`src/hw/dtd_regs.svh`:
```
// Purpose: named constants of the tone dialer and its serial port
// Assumes: included by bare name from the synchroniser, tone generator, dialer and bench files
// Notes: divisor pairs are counts of 500 kHz ticks
`ifndef DTD_REGS_SVH
`define DTD_REGS_SVH
// timing
`define DTD_CLK_PERIOD_NS 50
`define DTD_OSC_PERIOD_NS 2000
`define DTD_OSC_DIV (`DTD_OSC_PERIOD_NS / `DTD_CLK_PERIOD_NS)
// register byte offsets
`define DTD_ADR_CTRL 4'h0
`define DTD_ADR_STATUS 4'h4
`define DTD_ADR_SHIFT 4'h8
// control fields and reset value
`define DTD_CTRL_DIR 0
`define DTD_CTRL_INH 1
`define DTD_CTRL_MIC 2
`define DTD_CTRL_RST 3'h2
// status fields
`define DTD_ST_VALID 0
`define DTD_ST_MUTE 1
`define DTD_ST_ROW 2
`define DTD_ST_COL 3
`define DTD_ST_LOADED 4
`define DTD_ST_MIC 5
`define DTD_ST_CODE 11:8
// interval encoder and peak intervals
`define DTD_ALT_IDX_A 4'h0
`define DTD_ALT_IDX_B 4'h8
`define DTD_LEVEL_MID 4'h8
// serial framing
`define DTD_SER_LAST_BIT 3'h3
`define DTD_SER_SHIFT_END 3'h4
`define DTD_SER_RELOAD 3'h5
// divisor pairs: normal, alternate (rows 697..941, cols 1209..1633)
`define DTD_DIV_R0 {6'h2D, 6'h2C}
`define DTD_DIV_R1 {6'h29, 6'h26}
`define DTD_DIV_R2 {6'h25, 6'h22}
`define DTD_DIV_R3 {6'h21, 6'h23}
`define DTD_DIV_C0 {6'h1A, 6'h19}
`define DTD_DIV_C1 {6'h17, 6'h1A}
`define DTD_DIV_C2 {6'h15, 6'h16}
`define DTD_DIV_C3 {6'h13, 6'h14}
`endif

```
`src/hw/dtd_pkg.sv`:
```
// Purpose: shared types of the tone dialer
// Assumes: constants live in dtd_regs.svh
// Notes: the tone generator and the synchroniser keep their state in these structs
package dtd_pkg;
	typedef logic [5:0] dtd_div_t;
	typedef logic [3:0] dtd_level_t;
	typedef struct packed {
		dtd_div_t div_cnt;
		logic [3:0] interval;
		dtd_level_t level;
	} dtd_gen_state_t;
	typedef struct packed {
		logic [9:0] s1;
		logic [9:0] s2;
		logic [9:0] s3;
		logic [9:0] lvl;
	} dtd_sync_state_t;
endpackage

```
`src/hw/dtd_tone_if.sv`:
```
// Purpose: control and level path between dialer and one tone generator
// Assumes: one instance per tone channel
// Notes: divisors follow the latched key code and can change while enable is high
`timescale 1ns/10ps
interface dtd_tone_if;
	logic tick;
	logic en;
	dtd_pkg::dtd_div_t div_main;
	dtd_pkg::dtd_div_t div_alt;
	dtd_pkg::dtd_level_t level;
	modport ctl(output tick, en, div_main, div_alt, input level);
	modport gen(input tick, en, div_main, div_alt, output level);
endinterface

```
`src/hw/dtd_sync3.sv`:
```
// Purpose: three-stage synchroniser for keypad and serial pins
// Assumes: ten pins, asynchronous to I_CLK
// Notes: a level is taken only when stages two and three agree
`timescale 1ns/10ps
`include "dtd_regs.svh"
module dtd_sync3 (
	input wire logic i_clk,
	input wire logic i_rst_n,
	input wire logic [9:0] i_async,
	output wire logic [9:0] o_level
);
	import dtd_pkg::*;
	dtd_sync_state_t s_r;
	dtd_sync_state_t s_nxt;

	// shift chain, filtered level follows agreeing stages
	always_comb begin
		s_nxt = s_r;
		s_nxt.s1 = i_async;
		s_nxt.s2 = s_r.s1;
		s_nxt.s3 = s_r.s2;
		s_nxt.lvl = (~(s_r.s2 ^ s_r.s3) & s_r.s3) |
			((s_r.s2 ^ s_r.s3) & s_r.lvl);
	end

	always_ff @(posedge i_clk or negedge i_rst_n) begin
		if (!i_rst_n) begin
			s_r <= '0;
		end else begin
			s_r <= s_nxt;
		end
	end

	assign o_level = s_r.lvl;
endmodule

```
`src/hw/dtd_tone_gen.sv`:
```
// Purpose: one tone generator: programmable divider and interval counter
// Assumes: tick is one clock wide at 500 kHz
// Notes: level is a 16-step stair approximation, peaks at steps 0 and 8
`timescale 1ns/10ps
`include "dtd_regs.svh"
module dtd_tone_gen (
	input wire logic i_clk,
	input wire logic i_rst_n,
	dtd_tone_if.gen tone
);
	import dtd_pkg::*;
	dtd_gen_state_t s_r;
	dtd_gen_state_t s_nxt;
	logic [3:0] next_int;
	dtd_div_t next_div;

	// stair encoder of the interval count
	function automatic dtd_level_t enc(input logic [3:0] idx);
		unique case (idx)
			4'h0: enc = 4'hF;
			4'h1, 4'hF: enc = 4'hE;
			4'h2, 4'hE: enc = 4'hD;
			4'h3, 4'hD: enc = 4'hB;
			4'h4, 4'hC: enc = 4'h8;
			4'h5, 4'hB: enc = 4'h5;
			4'h6, 4'hA: enc = 4'h3;
			4'h7, 4'h9: enc = 4'h2;
			4'h8: enc = 4'h1;
		endcase
	endfunction

	// divider reload and interval stepping
	always_comb begin
		s_nxt = s_r;
		next_int = (s_r.div_cnt == '0) ? s_r.interval : s_r.interval + 4'h1;
		next_div = (next_int == `DTD_ALT_IDX_A || next_int == `DTD_ALT_IDX_B)
			? tone.div_alt : tone.div_main;
		if (!tone.en) begin
			s_nxt.div_cnt = '0;
			s_nxt.interval = '0;
			s_nxt.level = `DTD_LEVEL_MID;
		end else begin
			if (tone.tick) begin
				if (s_r.div_cnt <= 6'h01) begin
					s_nxt.div_cnt = next_div;
					s_nxt.interval = next_int;
				end else begin
					s_nxt.div_cnt = s_r.div_cnt - 6'h01;
				end
			end
			s_nxt.level = enc(s_r.interval);
		end
	end

	always_ff @(posedge i_clk or negedge i_rst_n) begin
		if (!i_rst_n) begin
			s_r <= '{div_cnt: '0, interval: '0, level: `DTD_LEVEL_MID};
		end else begin
			s_r <= s_nxt;
		end
	end

	assign tone.level = s_r.level;
endmodule

```
`src/hw/dtd_dialer.sv`:
```
// Purpose: digital tone dialer with keypad decode and serial digit port
// Assumes: I_CLK 20 MHz; serial clock and keypad are asynchronous pins
// Notes: registers reached over classic Wishbone, one aligned word each
// Overview of operation
// - in manual mode two keypad lines shorted start row and column tones
// - tone generation also raises the internal speech mute
// - 4-bit interval counter steps 16 intervals, encoder gives level
// - divider on 500 kHz reloads each interval; terminal advances it
// - first and ninth intervals use alternate divisor, 44 versus 45 for the 697 Hz row
// - divisor pairs keep every tone within 0.16 percent
// - each key maps to a 4-bit code selecting both divisors
// - direction select sets serial flow out of or into the device
// - manual mode sends key code to tones and the shift register
// - shift register moves data on falling serial clock edges
// - manual mode: six clocks read four bits then reload
// - automatic mode: no load phase, four clocks shift one digit in
// - tones in automatic mode only while inhibit is low
// - several keys detected; in manual mode two in one line give single tone
// - key valid only while exactly one key is pressed
// - mute status shows tone generator on and speech muted
// - microphone muted during tones or by mute control
`timescale 1ns/10ps
`include "dtd_regs.svh"
module dtd_dialer (
	input wire logic I_CLK,
	input wire logic I_RST_N,
	input wire logic I_WB_CYC,
	input wire logic I_WB_STB,
	input wire logic I_WB_WE,
	input wire logic [3:0] I_WB_ADR,
	input wire logic [3:0] I_WB_SEL,
	input wire logic [31:0] I_WB_DAT,
	output wire logic [31:0] O_WB_DAT,
	output wire logic O_WB_ACK,
	input wire logic [3:0] I_KEY_ROW,
	input wire logic [3:0] I_KEY_COL,
	input wire logic I_SER_CLK,
	input wire logic I_SER_DATA,
	output wire logic O_SER_DATA,
	output wire logic O_SER_DATA_OE,
	output wire dtd_pkg::dtd_level_t O_ROW_LEVEL,
	output wire dtd_pkg::dtd_level_t O_COL_LEVEL,
	output wire logic O_SINGLE_KEY_VALID,
	output wire logic O_DIALER_MUTE_STATUS,
	output wire logic O_MIC_MUTE
);
	import dtd_pkg::*;

	// whole state of the dialer top
	typedef struct packed {
		logic dir;
		logic inh;
		logic mic_ctl;
		logic ack;
		logic [31:0] rdata;
		logic [5:0] presc;
		logic tick;
		logic sclk_prev;
		logic [2:0] ser_cnt;
		logic [3:0] shreg;
		logic loaded;
		logic sdo;
		logic sdo_oe;
		logic key_valid;
		logic row_on;
		logic col_on;
		logic [3:0] code;
		logic mute;
		logic mic_mute;
		dtd_level_t row_level;
		dtd_level_t col_level;
	} dtd_top_state_t;

	dtd_top_state_t s_r;
	dtd_top_state_t s_nxt;
	logic [9:0] pin_lvl;
	logic [3:0] row_lvl;
	logic [3:0] col_lvl;
	logic sclk_lvl;
	logic sdin_lvl;
	logic one_row;
	logic one_col;
	logic [1:0] row_idx;
	logic [1:0] col_idx;
	logic [3:0] key_code;
	logic sclk_fall;
	logic req;
	logic row_want;
	logic col_want;
	logic [3:0] tone_code;
	logic [11:0] row_pair;
	logic [11:0] col_pair;
	dtd_level_t gen_level [2];

	// exactly one bit of a four-line group set
	function automatic logic is_one(input logic [3:0] v);
		is_one = (v != 4'h0) && ((v & (v - 4'h1)) == 4'h0);
	endfunction

	// index of the lowest set line
	function automatic logic [1:0] idx_of(input logic [3:0] v);
		if (v[0]) begin
			idx_of = 2'h0;
		end else if (v[1]) begin
			idx_of = 2'h1;
		end else if (v[2]) begin
			idx_of = 2'h2;
		end else begin
			idx_of = 2'h3;
		end
	endfunction

	// keypad and serial pins through the synchroniser
	dtd_sync3 u_sync (
		.i_clk(I_CLK),
		.i_rst_n(I_RST_N),
		.i_async({I_SER_DATA, I_SER_CLK, I_KEY_COL, I_KEY_ROW}),
		.o_level(pin_lvl)
	);

	assign row_lvl = pin_lvl[3:0];
	assign col_lvl = pin_lvl[7:4];
	assign sclk_lvl = pin_lvl[8];
	assign sdin_lvl = pin_lvl[9];

	// keypad decode
	always_comb begin
		one_row = is_one(row_lvl);
		one_col = is_one(col_lvl);
		row_idx = idx_of(row_lvl);
		col_idx = idx_of(col_lvl);
		key_code = {row_idx, col_idx};
	end

	// tone requests for manual and automatic dialing
	always_comb begin
		if (s_r.dir) begin
			row_want = s_r.loaded && !s_r.inh;
			col_want = s_r.loaded && !s_r.inh;
			tone_code = s_r.shreg;
		end else begin
			row_want = one_row && (col_lvl != 4'h0);
			col_want = one_col && (row_lvl != 4'h0);
			tone_code = key_code;
		end
	end

	always_comb begin
		unique case (s_r.code[3:2])
			2'h0: row_pair = `DTD_DIV_R0;
			2'h1: row_pair = `DTD_DIV_R1;
			2'h2: row_pair = `DTD_DIV_R2;
			2'h3: row_pair = `DTD_DIV_R3;
		endcase
		unique case (s_r.code[1:0])
			2'h0: col_pair = `DTD_DIV_C0;
			2'h1: col_pair = `DTD_DIV_C1;
			2'h2: col_pair = `DTD_DIV_C2;
			2'h3: col_pair = `DTD_DIV_C3;
		endcase
	end

	// row and column tone channels
	dtd_tone_if tone_ch[2] ();

	genvar ch;
	generate
		for (ch = 0; ch < 2; ch++) begin : g_tone
			assign tone_ch[ch].tick = s_r.tick;
			assign tone_ch[ch].en = (ch == 0) ? s_r.row_on : s_r.col_on;
			assign tone_ch[ch].div_main = (ch == 0) ?
				row_pair[11:6] : col_pair[11:6];
			assign tone_ch[ch].div_alt = (ch == 0) ?
				row_pair[5:0] : col_pair[5:0];
			assign gen_level[ch] = tone_ch[ch].level;
			dtd_tone_gen u_gen (
				.i_clk(I_CLK),
				.i_rst_n(I_RST_N),
				.tone(tone_ch[ch].gen)
			);
		end
	endgenerate

	assign sclk_fall = s_r.sclk_prev && !sclk_lvl;
	assign req = I_WB_CYC && I_WB_STB;

	// next state of the whole top
	always_comb begin
		s_nxt = s_r;
		// 500 kHz tick from the system clock
		if (s_r.presc == 6'(`DTD_OSC_DIV - 1)) begin
			s_nxt.presc = '0;
			s_nxt.tick = 1'b1;
		end else begin
			s_nxt.presc = s_r.presc + 6'h01;
			s_nxt.tick = 1'b0;
		end

		// status of keypad and tones
		// single key
		s_nxt.key_valid = one_row && one_col;
		s_nxt.row_on = row_want;
		s_nxt.col_on = col_want;
		if (row_want || col_want) begin
			s_nxt.code = tone_code;
		end
		s_nxt.mute = row_want || col_want;
		s_nxt.mic_mute = row_want || col_want || s_r.mic_ctl;
		s_nxt.row_level = gen_level[0];
		s_nxt.col_level = gen_level[1];

		// serial digit port
		s_nxt.sclk_prev = sclk_lvl;
		s_nxt.sdo_oe = !s_r.dir;
		if (!s_r.dir) begin
			s_nxt.loaded = 1'b0;
			if (s_r.ser_cnt == 3'h0 && one_row && one_col) begin
				s_nxt.shreg = key_code;
			end
			if (sclk_fall) begin
				if (s_r.ser_cnt == `DTD_SER_RELOAD) begin
					s_nxt.ser_cnt = 3'h0;
				end else begin
					s_nxt.ser_cnt = s_r.ser_cnt + 3'h1;
				end
				if (s_r.ser_cnt != 3'h0 &&
					s_r.ser_cnt <= `DTD_SER_SHIFT_END) begin
					s_nxt.shreg = {s_r.shreg[2:0], 1'b0};
				end
			end
			s_nxt.sdo = s_nxt.shreg[3];
		end else begin
			s_nxt.sdo = 1'b0;
			if (sclk_fall) begin
				s_nxt.shreg = {s_r.shreg[2:0], sdin_lvl};
				if (s_r.ser_cnt == `DTD_SER_LAST_BIT) begin
					s_nxt.ser_cnt = 3'h0;
					s_nxt.loaded = 1'b1;
				end else begin
					s_nxt.ser_cnt = s_r.ser_cnt + 3'h1;
					s_nxt.loaded = 1'b0;
				end
			end
		end
		// a direction change restarts the framing
		if (req && I_WB_WE && s_r.ack && I_WB_SEL[0] &&
			I_WB_ADR == `DTD_ADR_CTRL &&
			I_WB_DAT[`DTD_CTRL_DIR] != s_r.dir) begin
			s_nxt.ser_cnt = 3'h0;
			s_nxt.loaded = 1'b0;
		end

		// bus slave: ack one cycle after the request, then drop
		s_nxt.ack = req && !s_r.ack;
		if (req && !s_r.ack) begin
			s_nxt.rdata = '0;
			unique case (I_WB_ADR)
				`DTD_ADR_CTRL: begin
					s_nxt.rdata[`DTD_CTRL_DIR] = s_r.dir;
					s_nxt.rdata[`DTD_CTRL_INH] = s_r.inh;
					s_nxt.rdata[`DTD_CTRL_MIC] = s_r.mic_ctl;
				end
				`DTD_ADR_STATUS: begin
					s_nxt.rdata[`DTD_ST_VALID] = s_r.key_valid;
					s_nxt.rdata[`DTD_ST_MUTE] = s_r.mute;
					s_nxt.rdata[`DTD_ST_ROW] = s_r.row_on;
					s_nxt.rdata[`DTD_ST_COL] = s_r.col_on;
					s_nxt.rdata[`DTD_ST_LOADED] = s_r.loaded;
					s_nxt.rdata[`DTD_ST_MIC] = s_r.mic_mute;
					s_nxt.rdata[`DTD_ST_CODE] = s_r.code;
				end
				`DTD_ADR_SHIFT: begin
					s_nxt.rdata[3:0] = s_r.shreg;
				end
				default: begin
					s_nxt.rdata = '0;
				end
			endcase
		end
		// write takes effect on the acknowledging edge
		if (req && I_WB_WE && s_r.ack && I_WB_SEL[0] &&
			I_WB_ADR == `DTD_ADR_CTRL) begin
			s_nxt.dir = I_WB_DAT[`DTD_CTRL_DIR];
			s_nxt.inh = I_WB_DAT[`DTD_CTRL_INH];
			s_nxt.mic_ctl = I_WB_DAT[`DTD_CTRL_MIC];
		end
	end

	always_ff @(posedge I_CLK or negedge I_RST_N) begin
		if (!I_RST_N) begin
			s_r <= '0;
			s_r.dir <= 1'(`DTD_CTRL_RST >> `DTD_CTRL_DIR);
			s_r.inh <= 1'b1;
			s_r.row_level <= `DTD_LEVEL_MID;
			s_r.col_level <= `DTD_LEVEL_MID;
			s_r.sdo_oe <= 1'b1;
		end else begin
			s_r <= s_nxt;
		end
	end

	// outputs straight from the state flops
	assign O_WB_DAT = s_r.rdata;
	assign O_WB_ACK = s_r.ack;
	assign O_SER_DATA = s_r.sdo;
	assign O_SER_DATA_OE = s_r.sdo_oe;
	assign O_ROW_LEVEL = s_r.row_level;
	assign O_COL_LEVEL = s_r.col_level;
	assign O_SINGLE_KEY_VALID = s_r.key_valid;
	assign O_DIALER_MUTE_STATUS = s_r.mute;
	assign O_MIC_MUTE = s_r.mic_mute;
endmodule

```
`config.mk`:
```
export PLATFORM = sky130hd
export DESIGN_NAME = dtd_dialer
export DESIGN_NICKNAME = d
export VERILOG_FILES = /design/src/hw/dtd_pkg.sv /design/src/hw/dtd_tone_if.sv /design/src/hw/dtd_sync3.sv /design/src/hw/dtd_tone_gen.sv /design/src/hw/dtd_dialer.sv
export VERILOG_INCLUDE_DIRS = /design/src /design/src/hw
export SDC_FILE = /design/constraint.sdc
export NUM_CORES = 1
export LEC_CHECK = 0
export BUFFER_PORTS_ARGS = -buffer_cell sky130_fd_sc_hd__buf_2
export CORE_UTILIZATION = 46
export DETAILED_ROUTE_END_ITERATION = 10
export HOLD_SLACK_MARGIN = 0.15
export PLACE_DENSITY = 0.75
export SLEW_MARGIN = 5
export SYNTH_ARGS = -nofsm -noshare
export SYNTH_HDL_FRONTEND = slang
export SYNTH_SLANG_ARGS = --single-unit
```
`constraint.sdc`:
```
create_clock -name I_CLK -period 2 [get_ports I_CLK]
set_input_delay 0 -clock I_CLK [delete_from_list [all_inputs] [get_ports I_CLK]]
set_output_delay 0 -clock I_CLK [all_outputs]
set_load 0.01 [all_outputs]
```
======== Word-level counts from Yosys, hierarchy flattened ========
Memory sizes are Yosys's and may differ from the RTL's.
Index checks and enable logic that the tools add are counted.
word-level totals
  memory bits (writable) .................. 0
  memory bits (read-only) ................. 128
  flip-flop bits (word level) ............. 117
  word-level logic and storage cells ...... 150
  bits of input ports ..................... 55
  memories ................................ 2
  latch bits .............................. 0
  output and inout port bits .............. 46
cells by class
  shift-type cells ........................ 0
  reduce and logical (&&, ||, !) cells .... 41
  muxes and demuxes ....................... 38
  div/mod/pow operators ................... 0
  add/sub/neg operators ................... 8
  multipliers ............................. 0
  equal/unequal tests ..................... 20
  $lt $le $gt $ge ......................... 3
  bitwise logic cells ..................... 7
memories
  memory            words  bits a word  read ports  clocked after Yosys merged registers in  write ports  line                text
  (name not given)  16     4            1           0                                        0            dtd_tone_gen.sv:19  unique case (idx)
  (name not given)  16     4            1           0                                        0            dtd_tone_gen.sv:19
operator list
  kind                                                            count
  one-hot mux 12 bit (4 select lines)                             2
  two-way mux 4 bit                                               8
  two-way mux 14 bit                                              2
  two-way mux 6 bit                                               4
  AND 10 bit                                                      2
  logical NOT 4 bit                                               5
  two-way mux 10 bit                                              2
  logical AND 1 bit                                               17
  two-way mux 7 bit                                               2
  == test 4 bit, second input constant                            3
  less-or-equal comparator 6 x 1 -> 1 bit, second input constant  2
  logical NOT 6 bit                                               2
  subtractor 6 x 1 -> 6 bit, second input constant                2
  two-way mux 2 bit                                               5
  != test 2 x 1 -> 1 bit, second input constant                   5
  NOT 10 bit                                                      1
  OR 10 bit                                                       1
  bitwise XOR 10 bit                                              1
  two-way mux 3 bit                                               3
  two-way mux 9 bit                                               1
  one-hot mux 3 bit (3 select lines)                              1
  adder 4 x 1 -> 4 bit, second input constant                     2
  AND 4 bit                                                       2
  == test 2 bit, second input constant                            4
  22 further kinds                                                38

======== Logic depth before layout (Yosys ltp) ========
  depth after elaboration ................. 11
  gate-level depth with buffers ........... 8

======== Cells and area by module ========
From an unflattened synthesis, not the netlist that was laid out.
unflattened totals
  cell total of the unflattened synthesis .. 541
  area total of the unflattened synthesis .. 5926.9 um^2
modules (own cells, without submodules)
  module        instances  cells an instance  area each (um^2)
  dtd_dialer    1          249                2593.7
  dtd_tone_gen  2          116                1072.3
  dtd_sync3     1          60                 1188.6

======== Worst setup path after synthesis ========
No wires, ideal clock.
  path kind ............................... register -> register
  start ................................... register g_tone[1].u_gen.s_r[4] (netlist bit)
  end ..................................... register g_tone[1].u_gen.s_r[9] (netlist bit)
  period minus slack after synthesis ...... 1.797 ns
  path slack .............................. 0.203 ns
  required time ........................... 1.865 ns
  arrival time ............................ 1.662 ns
  cell stages (with the launch flop) ...... 7
  cell sequence ........................... dfrtp_1 -> inv_1 -> ha_1 -> a2111oi_0 -> a31o_2 -> mux2i_1 -> o22ai_1
on the way
  word-level cells in the longest chain between the ends .. 8
RTL lines
  element                                                              line                text
  from (decl)                                                          dtd_tone_gen.sv:12  dtd_gen_state_t s_r;
  from (signal assigned)                                               dtd_tone_gen.sv:57  s_r <= '{div_cnt: '0, interval: '0, level: `DTD_LEVEL_MID};
  from (signal assigned)                                               dtd_tone_gen.sv:59  s_r <= s_nxt;
  adder 4 x 1 -> 4 bit                                                 dtd_tone_gen.sv:35  next_int = (s_r.div_cnt == '0) ? s_r.interval : s_r.interval + 4'h1;
  two-way mux 4 bit *                                                  dtd_tone_gen.sv:35
  == test 4 bit (no line) / logical NOT 4 bit (equally long branches)  n/a
  logical OR 1 bit (no line) *                                         n/a
  two-way mux 6 bit *                                                  dtd_tone_gen.sv:36  next_div = (next_int == `DTD_ALT_IDX_A || next_int == `DTD_ALT_IDX_B)
  two-way mux 6 bit *                                                  dtd_tone_gen.sv:44  if (s_r.div_cnt <= 6'h01) begin
  two-way mux 10 bit *                                                 dtd_tone_gen.sv:43  if (tone.tick) begin
  two-way mux 14 bit *                                                 dtd_tone_gen.sv:38  if (!tone.en) begin
Mark *: on every way between the ends. The rest lies on a longest branch, timed or not. The select of a mux whose other input is x is not followed.
A chain may end at the register's enable or synchronous reset.

======== Worst setup path in the final report ========
  start ................................... register g_tone[0].u_gen.s_r[8] (netlist bit)
  end ..................................... register g_tone[0].u_gen.s_r[10] (netlist bit)
on the way
  word-level cells in the longest chain between the ends .. 8
RTL lines
  element                                                              line
  from (decl)                                                          dtd_tone_gen.sv:12
  from (signal assigned)                                               dtd_tone_gen.sv:57
  from (signal assigned)                                               dtd_tone_gen.sv:59
  logical NOT 6 bit                                                    dtd_tone_gen.sv:35
  two-way mux 4 bit                                                    dtd_tone_gen.sv:35
  == test 4 bit (no line) / logical NOT 4 bit (equally long branches)  n/a
  logical OR 1 bit (no line)                                           n/a
  two-way mux 6 bit                                                    dtd_tone_gen.sv:36
  two-way mux 6 bit *                                                  dtd_tone_gen.sv:44
  two-way mux 10 bit *                                                 dtd_tone_gen.sv:43
  two-way mux 14 bit *                                                 dtd_tone_gen.sv:38
Marked as above.

==> summary.txt <==
Power and ir drop
  – Clock Power Share: 0.448
  – Switching power: 1.87 mW
  – Maximum ir drop on the vdd rail: 0.807 mV
  – Internal power summed over all cells: 4.86 mW
  – Static power due to leakage: 3.20 nW
  – Part of the total power dissipated in combinational logic: 0.135
  – P per Cell Area: 1010 nW/um2
  – Portion of total power attributed to sequential cells: 0.417
  – Overall power of the completed layout: 6.74 mW
  – Switching fraction of total power: 0.278

STA
  – Worst Hold Slack: 0.183 ns
  – Tightest Pin Transition: 0.609 ns
  – Final number of hold-violating endpoints: 0
  – Final period utilization: 0.958
  – Achievable frequency: 522 MHz
  – Min cycle time layout: 1.92 ns
  – Worst slew slack as a fraction of its limit: 0.594
  – Unrepaired setup endpoints after global routing: false
  – Total Neg Setup Slack: 0 ns
  – Final setup violation count: 0
  – Pins Over Slew Limit: 0
  – Max Clock Skew: 0.00770 ns

Min path
  – Classification of the worst-slack hold path: in -> async

Critical path
  – Launching instance or port of the critical path: g_tone[0].u_gen.s_r[8]
  – R2R cell count: 7
  – Buf/Inv on CP: 2
  – Largest delay contributor family on the critical path: multiplexers
  – Critical path peak fanout: 4
  – Register-to-register path setup slack: 0.08 ns
  – Slowest cell on the critical path: sky130_fd_sc_hd__dfrtp_1
  – Arrival time at the worst endpoint: 2.24 ns
  – Worst endpoint required time: 2.33 ns
  – CP Cell Sequence: inv_1, buf_4, ha_1, nand3_1, mux2_4, mux2_1, a31oi_1
  – CP max stage delay: 0.40 ns
  – Kind of critical path: reg -> reg
  – Sort of element at the end of the critical path: flop
  – Startpoint kind of the worst setup timing path: flop
  – Startpoint of the most critical register-to-register path: g_tone[0].u_gen.s_r[8]
  – Endpoint of the worst-slack reg-to-reg timing path: g_tone[0].u_gen.s_r[10]

Placement
  – Port Buffer Count: 46
  – Global placer's final weighted congestion: 0.802
  – Detailed placer's ending HPWL: 6900 um

Final layout
  – Layout fillers: 931
  – Share of cells above drive strength 1: 0.235
  – Total area of multi-input combinational cells: 2220 um2
  – Nets: 651
  – Footprint of the flip-flops and latches: 2940 um2
  – # diodes: 0
  – Synth-to-Final Area Change: 20.3%
  – Core occupancy in the finished layout: 0.577

Synth
  – Async set-reset flop share out of synthesis: 1.00
  – Portion of the post-synthesis area used by sequential elements: 0.529
  – Cells after synthesis: 498
  – Most common flop cell mapped by yosys: sky130_fd_sc_hd__dfrtp_1
  – Mean Syn Cell Area: 11.1 um2
  – Yosys warns: 0
  – Netlist area before placement: 5550 um2
  – Flip-flop and latch count after synthesis: 117
  – Post-synth EDFFs: 0
  – Count of different cell masters after synthesis: 68

Global route
  – Largest net degree at the start of global routing: 62
  – Number of global-route vias before repair: 3884
  – Wire length of the first global-routing pass: 18000 um
  – Leftover overflow at the end of global routing: 0
  – GR Util All Layers: 0.181
  – Initial antenna violation count: 0

Clock network
  – Clock sink count: 117
  – Deepest clock path buffer count: 2
  – Worst-skew pair later-pin latency: 0.41 ns
  – Buffer cell driving the clock tree root: sky130_fd_sc_hd__clkbuf_16
  – Clk slew on worst S/H paths: 0.06 ns
  – Number of clock buffers inserted by TritonCTS: 17
  – CTS tree: yes
  – H-tree depth: 4

Routing
  – Post-detailed-route count of antenna-violating nets: 0
  – Post-DR wirelength/cell: 14.3 um
  – Post-route DRC: 9
  – Drt total wl: 10400 um
  – Routed vias: 3775
  – Violation count after the first detailed-routing iteration: 188
  – Vias per inst: 5.19
  – Pre-Repair DR Iteration Count: 7

Floorplan
  – I/O pins: 101
  – Die Ht: 112 um
  – Floorplan die area: 12500 um2
  – # rows: 39
  – Initial standard-cell utilization of the core: 0.480
  – Core Area: 11600 um2
  – Horiz. Die Dim: 112 um

Flow run
  – Max-cap violations: 0

Outcome
  – Result of the run: complete, but fails checks
  – Failing checks: design-rule violations
power by group through the flow:
stage / clock, mW / combinational [mW] / sequential (mW)
floorplan: 0 / 0.653 / 2.79
global placement: 0 / 0.815 / 2.83
detailed placement: 0 / 0.861 / 2.85
CTS: 3.07 / 0.911 / 2.81
global route: 3.21 / 1.02 / 2.84
finish: 3.02 / 0.908 / 2.81
worst register-to-register path, cell delays in order, from the launching register on:
cell and delay (ns):
sky130_fd_sc_hd__dfrtp_1 0.40, sky130_fd_sc_hd__inv_1 0.08, sky130_fd_sc_hd__buf_4 0.14, sky130_fd_sc_hd__ha_1 0.20
sky130_fd_sc_hd__nand3_1 0.15, sky130_fd_sc_hd__mux2_4 0.35, sky130_fd_sc_hd__mux2_1 0.33, sky130_fd_sc_hd__a31oi_1 0.17
repair_timing:
item | 4_1_cts | 5_1_grt
pin swaps | 1 | 1
buffers inserted | 3 | 0
endpoints found under the setup margin | 1 | 8
hold endpoints to repair | 141 | 0
resized for setup | 0 | 4
hold buffers | 24 | 0
synth_stat cells, types with 2 or more instances:
library cell | instances | area [um2]
sky130_fd_sc_hd__a211o_1 | 2 | 17.5
sky130_fd_sc_hd__a211oi_1 | 4 | 30.0
sky130_fd_sc_hd__a21boi_1 | 3 | 22.5
sky130_fd_sc_hd__a21oi_1 | 17 | 85.1
sky130_fd_sc_hd__a22oi_1 | 3 | 22.5
sky130_fd_sc_hd__a31o_2 | 2 | 17.5
sky130_fd_sc_hd__a31oi_1 | 4 | 25.0
sky130_fd_sc_hd__and2_1 | 7 | 43.8
sky130_fd_sc_hd__and3_1 | 4 | 25.0
sky130_fd_sc_hd__buf_2 | 2 | 10.0
sky130_fd_sc_hd__buf_4 | 41 | 308
sky130_fd_sc_hd__clkbuf_1 | 13 | 48.8
sky130_fd_sc_hd__dfrtp_1 | 111 | 2780
sky130_fd_sc_hd__dfstp_2 | 6 | 158
sky130_fd_sc_hd__ha_1 | 25 | 313
sky130_fd_sc_hd__inv_1 | 25 | 93.8
sky130_fd_sc_hd__maj3_1 | 10 | 100
sky130_fd_sc_hd__mux2_1 | 3 | 33.8
sky130_fd_sc_hd__mux2_2 | 9 | 101
sky130_fd_sc_hd__mux2i_1 | 16 | 160
sky130_fd_sc_hd__mux4_2 | 2 | 45.0
sky130_fd_sc_hd__nand2_1 | 37 | 139
sky130_fd_sc_hd__nand3_1 | 19 | 95.1
sky130_fd_sc_hd__nand4_1 | 4 | 25.0
sky130_fd_sc_hd__nor2_1 | 32 | 120
sky130_fd_sc_hd__nor2b_1 | 3 | 18.8
sky130_fd_sc_hd__nor3_1 | 14 | 70.1
sky130_fd_sc_hd__nor3b_1 | 2 | 15.0
sky130_fd_sc_hd__nor4_2 | 2 | 25.0
sky130_fd_sc_hd__o2111ai_1 | 2 | 17.5
sky130_fd_sc_hd__o211ai_1 | 4 | 30.0
sky130_fd_sc_hd__o21a_1 | 3 | 22.5
sky130_fd_sc_hd__o21ai_0 | 13 | 65.1
sky130_fd_sc_hd__o221ai_1 | 2 | 17.5
sky130_fd_sc_hd__o22ai_1 | 6 | 37.5
sky130_fd_sc_hd__or2_2 | 2 | 12.5
sky130_fd_sc_hd__or3_1 | 3 | 18.8
sky130_fd_sc_hd__xnor2_1 | 5 | 43.8
sky130_fd_sc_hd__xor2_1 | 7 | 61.3
flip-flops by register name, indices dropped and copies added (netlist names), named ones only:
signal / count
O_COL_LEVEL: 4
O_DIALER_MUTE_STATUS: 1
O_MIC_MUTE: 1
O_ROW_LEVEL: 4
O_SER_DATA: 1
O_SER_DATA_OE: 1
O_SINGLE_KEY_VALID: 1
O_WB_ACK: 1
O_WB_DAT: 10
g_tone.u_gen.s_r: 20
g_tone.u_gen.tone.level: 8
s_r: 22
tone_ch.en: 2
tone_ch.tick: 1
u_sync.s_nxt: 20
u_sync.s_r: 10
worst max path at each step:
stage	to	cells after the start
floorplan	g_tone[1].u_gen.s_r[9]	6
global placement	g_tone[0].u_gen.s_r[7]	7
detailed placement	g_tone[0].u_gen.s_r[7]	7
CTS	g_tone[0].u_gen.s_r[10]	6
global route	g_tone[1].u_gen.s_r[11]	4
finish	g_tone[0].u_gen.s_r[10]	7
layout by cell type, fill, tap and decap left out, types with 5 or more instances in the layout:
master / n
sky130_fd_sc_hd__buf_4: 20
sky130_fd_sc_hd__buf_2: 45
sky130_fd_sc_hd__nand2_1: 37
sky130_fd_sc_hd__clkbuf_16: 17
sky130_fd_sc_hd__nor2_1: 32
sky130_fd_sc_hd__xor2_1: 7
sky130_fd_sc_hd__nor3_1: 14
sky130_fd_sc_hd__o21ai_0: 13
sky130_fd_sc_hd__o22ai_1: 6
sky130_fd_sc_hd__mux2i_1: 16
sky130_fd_sc_hd__dfstp_2: 6
sky130_fd_sc_hd__mux2_2: 9
sky130_fd_sc_hd__conb_1: 22
sky130_fd_sc_hd__maj3_1: 10
sky130_fd_sc_hd__xnor2_1: 5
sky130_fd_sc_hd__dlygate4sd3_1: 23
sky130_fd_sc_hd__and2_1: 7
sky130_fd_sc_hd__ha_1: 23
sky130_fd_sc_hd__nand3_1: 19
sky130_fd_sc_hd__dfrtp_1: 110
sky130_fd_sc_hd__inv_1: 25
sky130_fd_sc_hd__a21oi_1: 17
through the flow:
step           setup WS, ns  instances  area, um2
2_1_floorplan         0.203        519       5630
3_3_place_gp          0.107        668       5800
3_5_place_dp         0.0148        668       5800
4_1_cts              0.0442        727       6670
5_1_grt             0.00528        727       6670
6_report             0.0846        727       6670
routing by layer:
| metal | part of all wire | GRT usage | up-vias |
|---|---|---|---|
| li1 | - | - | 1810 |
| met1 | 0.44 | 0.221 | 1853 |
| met2 | 0.50 | 0.304 | 91 |
| met3 | 0.042 | 0.0506 | 21 |
| met4 | 0.021 | 0.0721 | 0 |
| met5 | 0 | 0 | - |
layout make-up:
cell class,instances,share of cell area
flip-flops and latches,117,0.440
multi-input cells,319,0.332
repair buffers,90,0.0968
clock buffers,17,0.0638
well taps,143,0.0268
clock inverters,15,0.0255
inverters,26,0.0146
cell families (layout without fill, tap and decap cells):
| family | after synthesis | in the layout | share of synthesized area |
|---|---|---|---|
| AOI/OAI and AO/OA | 75 | 75 | 0.0905 |
| xor gates and xnor gates | 12 | 12 | 0.0189 |
| and+or+nand+nor | 144 | 144 | 0.136 |
| adders and majority gates | 35 | 35 | 0.0744 |
| other | 1 | 22 | 0.000676 |
| buffers and inverters | 83 | 148 | 0.0862 |
| DFF | 117 | 117 | 0.529 |
| muxes | 31 | 31 | 0.0641 |
Power figures use the tool's default switching activity.
